`src/design/psar_pkg.sv`:
```
// package: register indexes, field positions, reset values and link types for the PHY regs
`default_nettype none
package psar_pkg;
  // register indexes as the management access selects them
  localparam logic [4:0] PSAR_IDX_STATUS = 5'h01;
  localparam logic [4:0] PSAR_IDX_ID_HIGH = 5'h02;
  localparam logic [4:0] PSAR_IDX_ID_LOW = 5'h03;
  localparam logic [4:0] PSAR_IDX_ADV = 5'h04;
  localparam logic [4:0] PSAR_IDX_PARTNER = 5'h05;
  // status word field positions
  localparam int PSAR_ST_AN_DONE = 5;
  localparam int PSAR_ST_RFAULT = 4;
  localparam int PSAR_ST_LINK = 2;
  localparam int PSAR_ST_JABBER = 1;
  // constant parts of the status word: abilities 14..11, an able 3, extended 0
  localparam logic [15:0] PSAR_ST_CONST = 16'h7809;
  // advertisement: writable bit mask and reset value
  localparam logic [15:0] PSAR_ADV_WMASK = 16'h3DFF;
  localparam logic [15:0] PSAR_ADV_RESET = 16'h01E1;
  // partner word: bits taken from the received code word, and reset value
  localparam logic [15:0] PSAR_LP_MASK = 16'h2FE0;
  localparam logic [15:0] PSAR_LP_RESET = 16'h0001;
  // pause field position and codes
  localparam int PSAR_PAUSE_LSB = 10;
  localparam logic [1:0] PSAR_PAUSE_NONE = 2'h0;
  localparam logic [1:0] PSAR_PAUSE_SYM = 2'h1;
  localparam logic [1:0] PSAR_PAUSE_ASYM = 2'h2;
  localparam logic [1:0] PSAR_PAUSE_BOTH = 2'h3;
  // identity defaults: arbitrary neutral values, not any real part's code
  localparam logic [15:0] PSAR_OUI_HIGH_DEF = 16'h1234;
  localparam logic [5:0] PSAR_OUI_LOW_DEF = 6'h15;
  localparam logic [5:0] PSAR_MODEL_DEF = 6'h2A;
  localparam logic [3:0] PSAR_REV_DEF = 4'h1;
  // management access request from the host MAC
  typedef struct packed {
    logic req;
    logic wr;
    logic [4:0] idx;
    logic [15:0] wdata;
  } psar_mgmt_req_s;
  // line events reported by the negotiation and link logic
  typedef struct packed {
    logic an_done;
    logic rfault;
    logic link_up;
    logic jabber;
    logic lp_valid;
    logic [15:0] lp_word;
  } psar_line_s;
  typedef enum logic [1:0] {
    PSAR_NEG_IDLE = 2'b00,
    PSAR_NEG_DONE = 2'b01
  } psar_neg_e;
endpackage
`default_nettype wire

```
`src/design/psar_pause_resolve.sv`:
```
// pause resolution: picks one pause kind from the advertised and partner fields
`default_nettype none
module psar_pause_resolve
  import psar_pkg::*;
(
  input wire logic [1:0] i_local,
  input wire logic [1:0] i_partner,
  output logic [1:0] o_mode
);
  // both-kinds advertise collapses to one kind; symmetric preferred when partner offers it
  wire logic partner_sym = i_partner[0];
  wire logic both_local = (i_local == PSAR_PAUSE_BOTH);
  wire logic [1:0] both_pick = partner_sym ? PSAR_PAUSE_SYM :
                               (i_partner[1] ? PSAR_PAUSE_ASYM : PSAR_PAUSE_NONE);
  wire logic [1:0] common = i_local & i_partner;
  wire logic [1:0] single_pick = common[0] ? PSAR_PAUSE_SYM :
                                 (common[1] ? PSAR_PAUSE_ASYM : PSAR_PAUSE_NONE);
  assign o_mode = both_local ? both_pick : single_pick;
endmodule
`default_nettype wire

```
`src/design/psar_phy_status_autoneg_regs.sv`:
```
// PHY status, identifier, advertisement and link partner registers behind indexed access
//
// Operation
// - abilities 14..11 one, T4 bit zero
// - bit 5 shows negotiation finished
// - bit 4 latches remote fault high
// - bit 2 shows link up
// - bit 1 shows jabber condition
// - bit 3 one, bits 10..6 zero
// - bit 0 one, extended registers present
// - identifier high word holds OUI 3..18
// - low word: OUI 19..24, model, revision
// - pause field writable, resets to 00
// - both-kinds pause resolves to one kind
// - advertised ability bits 8..5 reset one
// - bit 13 writable fault, 12 reserved writable
// - selector 00001, writable only in advertisement
// - partner next page bit reads zero
// - partner acknowledge bit reads zero
// - partner pause field read-only, resets 00
// - partner abilities read-only, reset zero
`default_nettype none
module psar_phy_status_autoneg_regs
  import psar_pkg::*;
#(
  parameter logic [15:0] OUI_HIGH = PSAR_OUI_HIGH_DEF, // arbitrary value
  parameter logic [5:0] OUI_LOW = PSAR_OUI_LOW_DEF, // arbitrary value
  parameter logic [5:0] MODEL = PSAR_MODEL_DEF, // arbitrary value
  parameter logic [3:0] REVISION = PSAR_REV_DEF // arbitrary value
)
(
  input wire logic i_clk,
  input wire logic i_sys_rst,
  input wire psar_mgmt_req_s i_mgmt,
  output logic [15:0] o_rdata,
  output logic o_rvalid,
  input wire psar_line_s i_line,
  output logic [15:0] o_adv_word,
  output logic [1:0] o_pause_mode,
  output logic o_pause_valid
);
  ////////////////////////////////////////////////////////////////////////////
  // state
  logic [15:0] adv; // advertisement word
  logic [15:0] partner; // received partner abilities
  logic rfault_latch; // latch-high remote fault
  logic an_done; // negotiation finished
  logic link_up; // live link state
  logic jabber; // live jabber state
  psar_neg_e neg_state; // tracks completion for pause resolution
  logic [1:0] pause_mode; // resolved pause kind
  ////////////////////////////////////////////////////////////////////////////
  // decode of the indexed access
  wire logic is_rd = i_mgmt.req & ~i_mgmt.wr;
  wire logic is_wr = i_mgmt.req & i_mgmt.wr;
  wire logic hit_status = (i_mgmt.idx == PSAR_IDX_STATUS);
  wire logic hit_adv = (i_mgmt.idx == PSAR_IDX_ADV);
  wire logic rd_status = is_rd & hit_status;
  wire logic wr_adv = is_wr & hit_adv;
  ////////////////////////////////////////////////////////////////////////////
  // assembled read words
  logic [15:0] status_word;
  always_comb begin
    status_word = PSAR_ST_CONST;
    status_word[PSAR_ST_AN_DONE] = an_done;
    status_word[PSAR_ST_RFAULT] = rfault_latch;
    status_word[PSAR_ST_LINK] = link_up;
    status_word[PSAR_ST_JABBER] = jabber;
  end
  wire logic [15:0] id_high_word = OUI_HIGH;
  wire logic [15:0] id_low_word = {OUI_LOW, MODEL, REVISION};
  // partner: bits 15,14,12 forced zero, selector fixed
  wire logic [15:0] partner_word = (partner & PSAR_LP_MASK) | PSAR_LP_RESET;
  // read mux; unlisted indexes read zero
  logic [15:0] read_word;
  always_comb begin
    case (i_mgmt.idx)
      PSAR_IDX_STATUS: read_word = status_word;
      PSAR_IDX_ID_HIGH: read_word = id_high_word;
      PSAR_IDX_ID_LOW: read_word = id_low_word;
      PSAR_IDX_ADV: read_word = adv;
      PSAR_IDX_PARTNER: read_word = partner_word;
      default: read_word = 16'h0000;
    endcase
  end
  // next advertisement: writable bits from host, read-only bits keep zero
  wire logic [15:0] next_adv = (i_mgmt.wdata & PSAR_ADV_WMASK);
  ////////////////////////////////////////////////////////////////////////////
  // read data register
  always_ff @(posedge i_clk) begin
    if (i_sys_rst) begin
      o_rdata <= 16'h0000;
      o_rvalid <= 1'b0;
    end else begin
      o_rvalid <= is_rd;
      if (is_rd) begin
        o_rdata <= read_word;
      end
    end
  end
  ////////////////////////////////////////////////////////////////////////////
  // advertisement register
  always_ff @(posedge i_clk) begin
    if (i_sys_rst) begin
      adv <= PSAR_ADV_RESET;
    end else if (wr_adv) begin
      adv <= next_adv;
    end
  end
  ////////////////////////////////////////////////////////////////////////////
  // live status bits follow the line
  always_ff @(posedge i_clk) begin
    if (i_sys_rst) begin
      an_done <= 1'b0;
      link_up <= 1'b0;
      jabber <= 1'b0;
    end else begin
      an_done <= i_line.an_done;
      link_up <= i_line.link_up;
      jabber <= i_line.jabber;
    end
  end
  ////////////////////////////////////////////////////////////////////////////
  // remote fault latch: set wins over clear-on-read; read clears only if gone
  always_ff @(posedge i_clk) begin
    if (i_sys_rst) begin
      rfault_latch <= 1'b0;
    end else if (i_line.rfault) begin
      rfault_latch <= 1'b1;
    end else if (rd_status) begin
      rfault_latch <= 1'b0;
    end
  end
  ////////////////////////////////////////////////////////////////////////////
  // partner abilities captured from received code word
  always_ff @(posedge i_clk) begin
    if (i_sys_rst) begin
      partner <= 16'h0000;
    end else if (i_line.lp_valid) begin
      partner <= i_line.lp_word & PSAR_LP_MASK;
    end
  end
  ////////////////////////////////////////////////////////////////////////////
  // pause resolution on negotiation completion
  logic [1:0] resolved;
  psar_pause_resolve u_pause (
    .i_local(adv[PSAR_PAUSE_LSB +: 2]),
    .i_partner(partner[PSAR_PAUSE_LSB +: 2]),
    .o_mode(resolved)
  );
  // resolution is taken once at completion so a later write does not flip mode mid-link
  always_ff @(posedge i_clk) begin
    if (i_sys_rst) begin
      neg_state <= PSAR_NEG_IDLE;
      pause_mode <= PSAR_PAUSE_NONE;
    end else begin
      case (neg_state)
        PSAR_NEG_IDLE: begin
          if (an_done) begin
            neg_state <= PSAR_NEG_DONE;
            pause_mode <= resolved;
          end
        end
        PSAR_NEG_DONE: begin
          if (!an_done) begin
            neg_state <= PSAR_NEG_IDLE;
            pause_mode <= PSAR_PAUSE_NONE;
          end
        end
        default: begin
          neg_state <= PSAR_NEG_IDLE;
        end
      endcase
    end
  end
  ////////////////////////////////////////////////////////////////////////////
  // outputs to the negotiation engine
  assign o_adv_word = adv;
  assign o_pause_mode = pause_mode;
  assign o_pause_valid = (neg_state == PSAR_NEG_DONE);
endmodule
`default_nettype wire

```
`config.mk`:
```
export PLATFORM = sky130hd
export DESIGN_NAME = psar_phy_status_autoneg_regs
export DESIGN_NICKNAME = d
export VERILOG_FILES = /design/src/design/psar_pkg.sv /design/src/design/psar_pause_resolve.sv /design/src/design/psar_phy_status_autoneg_regs.sv
export SDC_FILE = /design/constraint.sdc
export NUM_CORES = 1
export LEC_CHECK = 0
export ABC_AREA = 1
export BUFFER_PORTS_ARGS = -buffer_cell sky130_fd_sc_hd__clkbuf_2
export CAP_MARGIN = 20
export CORE_MARGIN = 2
export CORE_UTILIZATION = 45
export DETAILED_ROUTE_END_ITERATION = 12
export PLACE_DENSITY = 0.85
export SYNTH_ARGS = -nofsm -noshare
export SYNTH_HDL_FRONTEND = slang
export SYNTH_SLANG_ARGS = --single-unit
```
`constraint.sdc`:
```
create_clock -name i_clk -period 1.6 [get_ports i_clk]
set_input_delay 0.32 -clock i_clk [delete_from_list [all_inputs] [get_ports i_clk]]
set_output_delay 0.32 -clock i_clk [all_outputs]
set_load 0.005 [all_outputs]
```
==> results.py, run 1 <==
metrics = {
    "status": {
        "outcome": "finished, final reports clean",
    },
    "setup_path": {
        "startpoint_type": "flop",
        "slowest_stage": "dfxtp_1",
        "worst_ep_required_time_ps": 1280,
        "critical_path_buf_inv_count": 1,
        "crit_type": "reg2out",
        "timing.reg2reg.setup_slack_ps": 680,
        "critPathArrivalTime_ps": 870,
        "crit_path_end_kind": "output port",
        "cpLargestDelayFamily": "flip-flops",
        "cp_max_fo": 5,
        "max_stage_delay_ps": 420,
        "crit_cells": 1,
        "r2r_cells": 4,
        "crit_chain": "clkbuf_2",
    },
    "yosys": {
        "synth_compound_area_frac": 0.0938,
        "netlist.area_leader.share": 0.472,
        "synthMuxAreaShare": 0,
        "synthTopCellsByArea": "dfxtp_1 (47%), nand2_1 (13%), nor2_1 (8.6%)",
        "synth_top_cell_by_area": "dfxtp_1",
        "synthXorXnorAreaFrac": 0.00469,
        "syn_area_um2": 1870,
        "synthDistinctLibCells": 21,
        "synth_fa_ha_area_frac": 0,
        "ys_seq_area_frac": 0.472,
        "synthCells": 257,
        "synth-simple-area-share": 0.352,
        "yosys_warnings": 0,
        "avgSynthCellArea_um2": 7.27,
        "synth_seq_cells": 44,
        "synth_top_family_by_area": "simple AND/OR/NAND/NOR gates",
    },
    "finish": {
        "antenna_cells": 0,
        "final_common_cell": "clkbuf_2",
        "syn_to_final_growth_pct": 25.3,
        "instances_no_fill": 376,
        "final_nets": 372,
        "drive_above_1_share": 0.276,
        "final_cell_mix": "clkbuf_2 (66), nand2_1 (65), dfxtp_1 (44)",
        "final_core_util": 0.585,
    },
    "timing": {
        "setup_tns_ps": 0,
        "final.period_utilization": 0.741,
        "grt_setup_unrepaired": "false",
        "final_hold_viol_count": 0,
        "fmax_mhz": 844,
        "setup_viol": 0,
        "period_minus_slack_ps": 1190,
        "finalMaxSlewViolations": 0,
        "skew_ps": 2.99,
    },
    "grt": {
        "grt_overflow": 0,
        "antenna_found_initial": 0,
        "grt_pass1_wl_um": 7180,
        "grt_usage": 0.211,
        "grt_pass1_vias": 1611,
        "grt_max_degree": 24,
    },
    "floorplanning": {
        "die_w_um": 68.4,
        "core.rowCount": 23,
        "die-area_um2": 4680,
        "ios": 82,
        "dieHeight_um": 68.4,
        "coreArea_um2": 4000,
        "start_util": 0.467,
    },
    "detailed_routing": {
        "drc": 0,
        "routed_wl_um": 4440,
        "drt_iter0_drc": 97,
        "wl_per_cell_um": 11.8,
        "first_pass_iters": 5,
        "dr_total_vias": 1825,
        "ant_nets": 0,
        "via_per_inst": 4.85,
    },
    "cts": {
        "ctsHoldBuffers": 0,
        "cts_buffers": 5,
        "cts_resized": 0,
        "clock_sinks": 44,
        "insertion_delay_ps": 290,
        "cts_max_path_buffers": 2,
        "h-tree-depth": 2,
        "clockRootBuffer": "clkbuf_8",
        "cts_tree": "built",
        "post_cts_buffers": 0,
        "clk_pin_slew_ps": 70,
    },
    "placement": {
        "place_inst": 369,
        "hpwl_um": 3420,
        "port_buffers": 66,
        "routabilityCongestion": 0.918,
    },
    "worst_hold_path": {
        "hold_depth": 3,
        "hold_path.class": "in2reg",
    },
    "power": {
        "powerDensity_nw_per_um2": 879,
        "p_leak_nw": 1.17,
        "ir_drop_v": 0.000444,
    },
    "run": {
        "maxCapViolations": 0,
    },
}
==> cells in the mapped netlist, drive strengths merged <==
cell    instances
dfxtp          44
nand3          23
nand2          66
nand4           7
o21ai          19
nor2           49
inv            18
xnor2           1
conb            1
buf             7
clkbuf          6
a21oi          16
==> metal layers <==
layer | wire (um) | up-vias | global-route usage
li1 | - | 953 | -
met1 | 2020 | 801 | 0.264
met2 | 2040 | 64 | 0.326
met3 | 305 | 7 | 0.0674
met4 | 74 | 0 | 0.103
met5 | 0 | - | 0
==> cell type report <==
type                       instances  area (um^2)
fill                             372         1660
timing repair buffer              72          375
multi-input combinational        185          857
inverter                          18         67.6
clock buffer                       7         96.3
tap                               50         62.6
sequential                        44          881
==> cell families (layout without fill, tap and decap cells) <==
group	Yosys count	in the layout
AO/OA/AOI/OAI	35	35
XOR/XNOR	1	1
buffers and inverters	31	97
flip-flops	44	44
other	1	4
AND/OR/NAND/NOR	145	145
==> final timing paths <==
kind,startpoint,end
setup / recovery,o_adv_word[10],o_adv_word[10]
setup reg to reg,o_adv_word[5],o_rdata[5]
hold / removal,i_line[20],an_done
hold reg to reg,o_rdata[13],o_rdata[13]
==> per-stage QoR <==
stage | total power, mW | hold slack [ps] | setup slack, ps | instance area [um^2]
after floorplan | 1.27 | 389 | 374 | 1880
after global placement | 1.35 | 452 | 179 | 2240
after detailed placement | 1.35 | 463 | 127 | 2240
after CTS | 2.07 | 203 | 410 | 2340
after global routing | 2.14 | 217 | 294 | 2340
final | 2.06 | 213 | 415 | 2340
==> power by group <==
group          leakage, nW  internal [mW]  total, mW  switching [mW]
Sequential           0.358           1.12       1.14          0.0175
Clock               0.0503          0.384      0.730           0.346
Combinational        0.757         0.0752      0.188           0.113
==> sequential cells by signal, summed over array words and instances, names as in the netlist, 2 cells and up <==
register,cells
o_pause_mode,2
o_adv_word,13
o_rdata,15
partner,8
No activity file was read; power rests on OpenSTA's default activity.
==> run 2: changes to the inputs <==
Clock period 1.6 ns to 1.2 ns, I/O delays scaled along.
==> results.py, run 2 (synthesis gave the netlist of run 1 again) <==
metrics = {
    "run": {
        "maxCapViolations": 0,
    },
    "timing": {
        "final.period_utilization": 0.937,
        "final_hold_viol_count": 0,
        "finalMaxSlewViolations": 0,
        "grt_setup_unrepaired": "false",
        "fmax_mhz": 889,
        "hold-worst-slack_ps": 135,
        "period_minus_slack_ps": 1120,
        "setup_viol": 0,
        "setup_tns_ps": 0,
        "skew_ps": 6.67,
    },
    "cts": {
        "clockRootBuffer": "clkbuf_8",
        "cts_resized": 0,
        "clock_sinks": 44,
        "h-tree-depth": 2,
        "ctsHoldBuffers": 0,
        "cts_buffers": 5,
        "cts_tree": "built",
        "insertion_delay_ps": 290,
        "cts_max_path_buffers": 2,
        "clk_pin_slew_ps": 80,
        "post_cts_buffers": 0,
    },
    "grt": {
        "grt_usage": 0.211,
        "grt_overflow": 0,
        "grt_pass1_vias": 1740,
        "grt_max_degree": 22,
        "grt_pass1_wl_um": 7420,
        "antenna_found_initial": 0,
    },
    "setup_path": {
        "max_stage_delay_ps": 430,
        "startpoint_type": "flop",
        "cpLargestDelayFamily": "flip-flops",
        "critPathArrivalTime_ps": 880,
        "worst_ep_required_time_ps": 960,
        "critical_path_buf_inv_count": 1,
        "crit_path_end_kind": "output port",
        "timing.reg2reg.setup_slack_ps": 280,
        "slowest_stage": "dfxtp_1",
        "cp_max_fo": 5,
        "crit_type": "reg2out",
        "crit_chain": "clkbuf_2",
    },
    "finish": {
        "instances_no_fill": 386,
        "n_fill_cell": 369,
        "final_common_cell": "clkbuf_2",
        "final_cell_mix": "clkbuf_2 (66), nand2_1 (65), dfxtp_1 (44)",
        "drive_above_1_share": 0.295,
        "final_nets": 381,
        "largest-register": "o_rdata",
        "final_cell_area_um2": 2440,
        "antenna_cells": 0,
        "largest_register_ff_count": 15,
        "syn_to_final_growth_pct": 30.8,
    },
    "placement": {
        "routabilityCongestion": 0.881,
        "hpwl_um": 3570,
        "port_buffers": 66,
        "placed_area_um2": 2340,
        "place_inst": 378,
    },
    "power": {
        "ir_drop_v": 0.000827,
        "powerDensity_nw_per_um2": 1180,
        "p_leak_nw": 1.23,
        "power.total_mw": 2.89,
    },
    "detailed_routing": {
        "ant_nets": 0,
        "routed_wl_um": 4630,
        "drt_iter0_drc": 103,
        "first_pass_iters": 4,
        "via_per_inst": 4.87,
        "wl_per_cell_um": 12.0,
        "drc": 0,
        "dr_total_vias": 1880,
    },
    "floorplanning": {
        "coreArea_um2": 4000,
        "die_w_um": 68.4,
        "die-area_um2": 4680,
        "ios": 82,
        "dieHeight_um": 68.4,
        "start_util": 0.467,
        "core.rowCount": 23,
    },
    "worst_hold_path": {
        "hold_path.class": "in2reg",
    },
    "status": {
        "outcome": "finished, final reports clean",
    },
}
run 2: cell count changes in the layout (fill, tap and decap cells not counted), sizes merged:
| cell | before | now |
|---|---|---|
| clkinv | 0 | 1 |
| clkbuf | 73 | 72 |
| buf | 6 | 15 |
| bufinv | 0 | 1 |
run 2: final cells by class:
type	count	area, um^2	share of cell area
Clock inverter	2	35.0	0.0143
Tap cell	50	62.6	0.0256
Clock buffer	6	72.6	0.0297
Inverter	18	67.6	0.0276
Timing Repair Buffer	81	468	0.192
Multi-Input combinational cell	185	857	0.351
Sequential cell	44	881	0.360
run 2: routing by layer:
| metal | share of wire | up-vias | global-route usage |
|---|---|---|---|
| met5 | 0 | - | 0 |
| met1 | 0.43 | 833 | 0.266 |
| met4 | 0.0063 | 0 | 0.0550 |
| met2 | 0.48 | 71 | 0.349 |
| li1 | - | 974 | - |
| met3 | 0.081 | 2 | 0.0641 |
run 2: final timing paths:
path	start	endpoint	cells after the start
min reg2reg	o_rdata[2]	o_rdata[2]	2
max reg2reg	o_adv_word[10]	o_rdata[10]	4
max	o_adv_word[10]	o_adv_word[10]	1
min	i_line[17]	jabber	3
run 2: power by group:
part / switching (mW) / leakage [nW] / internal (mW)
clock: 0.477 / 0.0552 / 0.618
sequential: 0.0240 / 0.358 / 1.50
combinational: 0.155 / 0.812 / 0.122
run 2: through the flow:
stage	worst slack, ps	utilization
after floorplan	54.0	-
after global placement	-122	0.584
after detailed placement	-153	0.584
after CTS	56.8	0.611
after global routing	25.5	0.611
final	75.1	0.611
run 2: worst min-delay path: stages:
cell,delay (ps)
clkbuf_2,80
inv_1,40
nor2_1,30
==> run 3: changes to the inputs <==
Settings changed: CORE_UTILIZATION 45 to 46, PLACE_DENSITY 0.85 to 0.86.
==> results.py, run 3 (synthesis gave the netlist of run 1 again) <==
metrics = {
    "timing": {
        "final.period_utilization": 0.930,
        "final_hold_viol_count": 0,
        "hold-worst-slack_ps": 126,
        "grt_setup_unrepaired": "false",
        "period_minus_slack_ps": 1120,
        "finalMaxSlewViolations": 0,
        "setup_viol": 0,
        "fmax_mhz": 896,
        "skew_ps": 3.95,
        "setup_ws_ps": 84.4,
    },
    "placement": {
        "port_buffers": 66,
        "routabilityCongestion": 0.848,
        "hpwl_um": 3570,
        "place_ws_ps": -137,
        "place_inst": 378,
    },
    "detailed_routing": {
        "drc": 0,
        "first_pass_iters": 4,
        "dr_total_vias": 1924,
        "wl_per_cell_um": 11.8,
        "routed_wl_um": 4530,
        "ant_nets": 0,
        "via_per_inst": 5.00,
        "drt_iter0_drc": 119,
    },
    "setup_path": {
        "r2r_cells": 4,
        "worstSetupStartpoint": "o_adv_word[10]",
        "cpLargestDelayFamily": "flip-flops",
        "critPathArrivalTime_ps": 880,
        "worst_r2r_startpoint": "o_adv_word[5]",
        "slowest_stage": "dfxtp_1",
        "critical_path_buf_inv_count": 1,
        "startpoint_type": "flop",
        "crit_cells": 1,
        "rr_endpoint": "o_rdata[5]",
        "cp-endpoint": "o_adv_word[10]",
        "crit_type": "reg2out",
        "crit_path_end_kind": "output port",
        "crit_chain": "clkbuf_2",
        "worst_ep_required_time_ps": 960,
        "cp_max_fo": 5,
        "timing.reg2reg.setup_slack_ps": 310,
        "max_stage_delay_ps": 430,
    },
    "cts": {
        "ctsHoldBuffers": 0,
        "clk_pin_slew_ps": 70,
        "cts_tree": "built",
        "clock_sinks": 44,
        "cts_resized": 0,
        "post_cts_buffers": 0,
        "cts_buffers": 5,
        "clockRootBuffer": "clkbuf_8",
        "h-tree-depth": 2,
        "cts_max_path_buffers": 2,
        "insertion_delay_ps": 290,
    },
    "floorplanning": {
        "coreArea_um2": 3940,
        "core.rowCount": 23,
        "die-area_um2": 4590,
        "ios": 82,
        "start_util": 0.474,
        "dieHeight_um": 67.7,
        "die_w_um": 67.7,
    },
    "grt": {
        "grt_usage": 0.214,
        "grt_max_degree": 22,
        "grt_pass1_wl_um": 7410,
        "antenna_found_initial": 0,
        "grt_pass1_vias": 1705,
        "grt_overflow": 0,
    },
    "finish": {
        "final_nets": 381,
        "syn_to_final_growth_pct": 27.9,
        "final_cell_mix": "clkbuf_2 (66), nand2_1 (65), dfxtp_1 (44)",
        "n_fill_cell": 365,
        "drive_above_1_share": 0.293,
        "final_common_cell": "clkbuf_2",
        "largest_register_ff_count": 15,
        "antenna_cells": 0,
        "instances_no_fill": 385,
        "largest-register": "o_rdata",
    },
    "power": {
        "ir_drop_v": 0.000643,
        "p_sw_frac": 0.240,
        "comb_power_share": 0.103,
        "power_frac_seq": 0.575,
        "p_sw_mw": 0.634,
        "clockPowerShare": 0.322,
        "internal_power_mw": 2.01,
        "p_leak_nw": 1.20,
        "powerDensity_nw_per_um2": 1110,
        "power.total_mw": 2.64,
    },
    "run": {
        "maxCapViolations": 0,
    },
    "worst_hold_path": {
        "hold_path.class": "in2reg",
    },
    "status": {
        "outcome": "finished, final reports clean",
    },
}
## run 3: cell count changes in the layout (fill, tap and decap cells not counted), sizes merged
cell / delta
bufinv: -1
## run 3: tightest hold or removal path: cells and delay by family
kind / cells / cell delay (ps)
buffers and inverters: 2 / 120
and+or+nand+nor: 1 / 30
## run 3: per-stage QoR
stage | util | cell area [um^2] | TNS, ps
global placement | 0.586 | 2310 | -1590
global route | 0.606 | 2390 | 0
floorplan | - | 1880 | 0
finish | 0.606 | 2390 | 0
detailed placement | 0.586 | 2310 | -2380
CTS | 0.606 | 2390 | 0
## run 3: how the worst min path moves through the flow
stage	from	endpoint	slack, ps	depth (start not counted)
6_report	i_line[18]	link_up	130	3
5_1_grt	i_line[17]	jabber	140	3
4_1_cts	i_line[18]	link_up	120	3
3_5_place_dp	i_line[18]	link_up	440	3
3_3_place_gp	i_line[17]	jabber	440	3
2_1_floorplan	i_sys_rst	o_rdata[12]	310	1
## run 3: power groups by stage
| stage | registers [mW] | logic [mW] | clock network [mW] |
|---|---|---|---|
| after floorplan | 1.55 | 0.143 | 0 |
| after global placement | 1.55 | 0.262 | 0 |
| after detailed placement | 1.55 | 0.269 | 0 |
| after CTS | 1.52 | 0.271 | 0.865 |
| after global routing | 1.52 | 0.304 | 0.934 |
| final | 1.52 | 0.271 | 0.852 |
## run 3: cell type report
class | instances | area [um^2] | area share
Sequential cell | 44 | 881 | 0.369
Multi-Input combinational cell | 185 | 857 | 0.359
Timing Repair Buffer | 81 | 443 | 0.185
Clock buffer | 6 | 72.6 | 0.0304
Inverter | 18 | 67.6 | 0.0283
Tap cell | 50 | 62.6 | 0.0262
Clock inverter | 1 | 5.00 | 0.00210
## run 3: routing by layer
metal,track usage,wire length [um]
met5,0,0
met1,0.262,1880
met3,0.0617,378
met4,0.0969,98
met2,0.344,2180
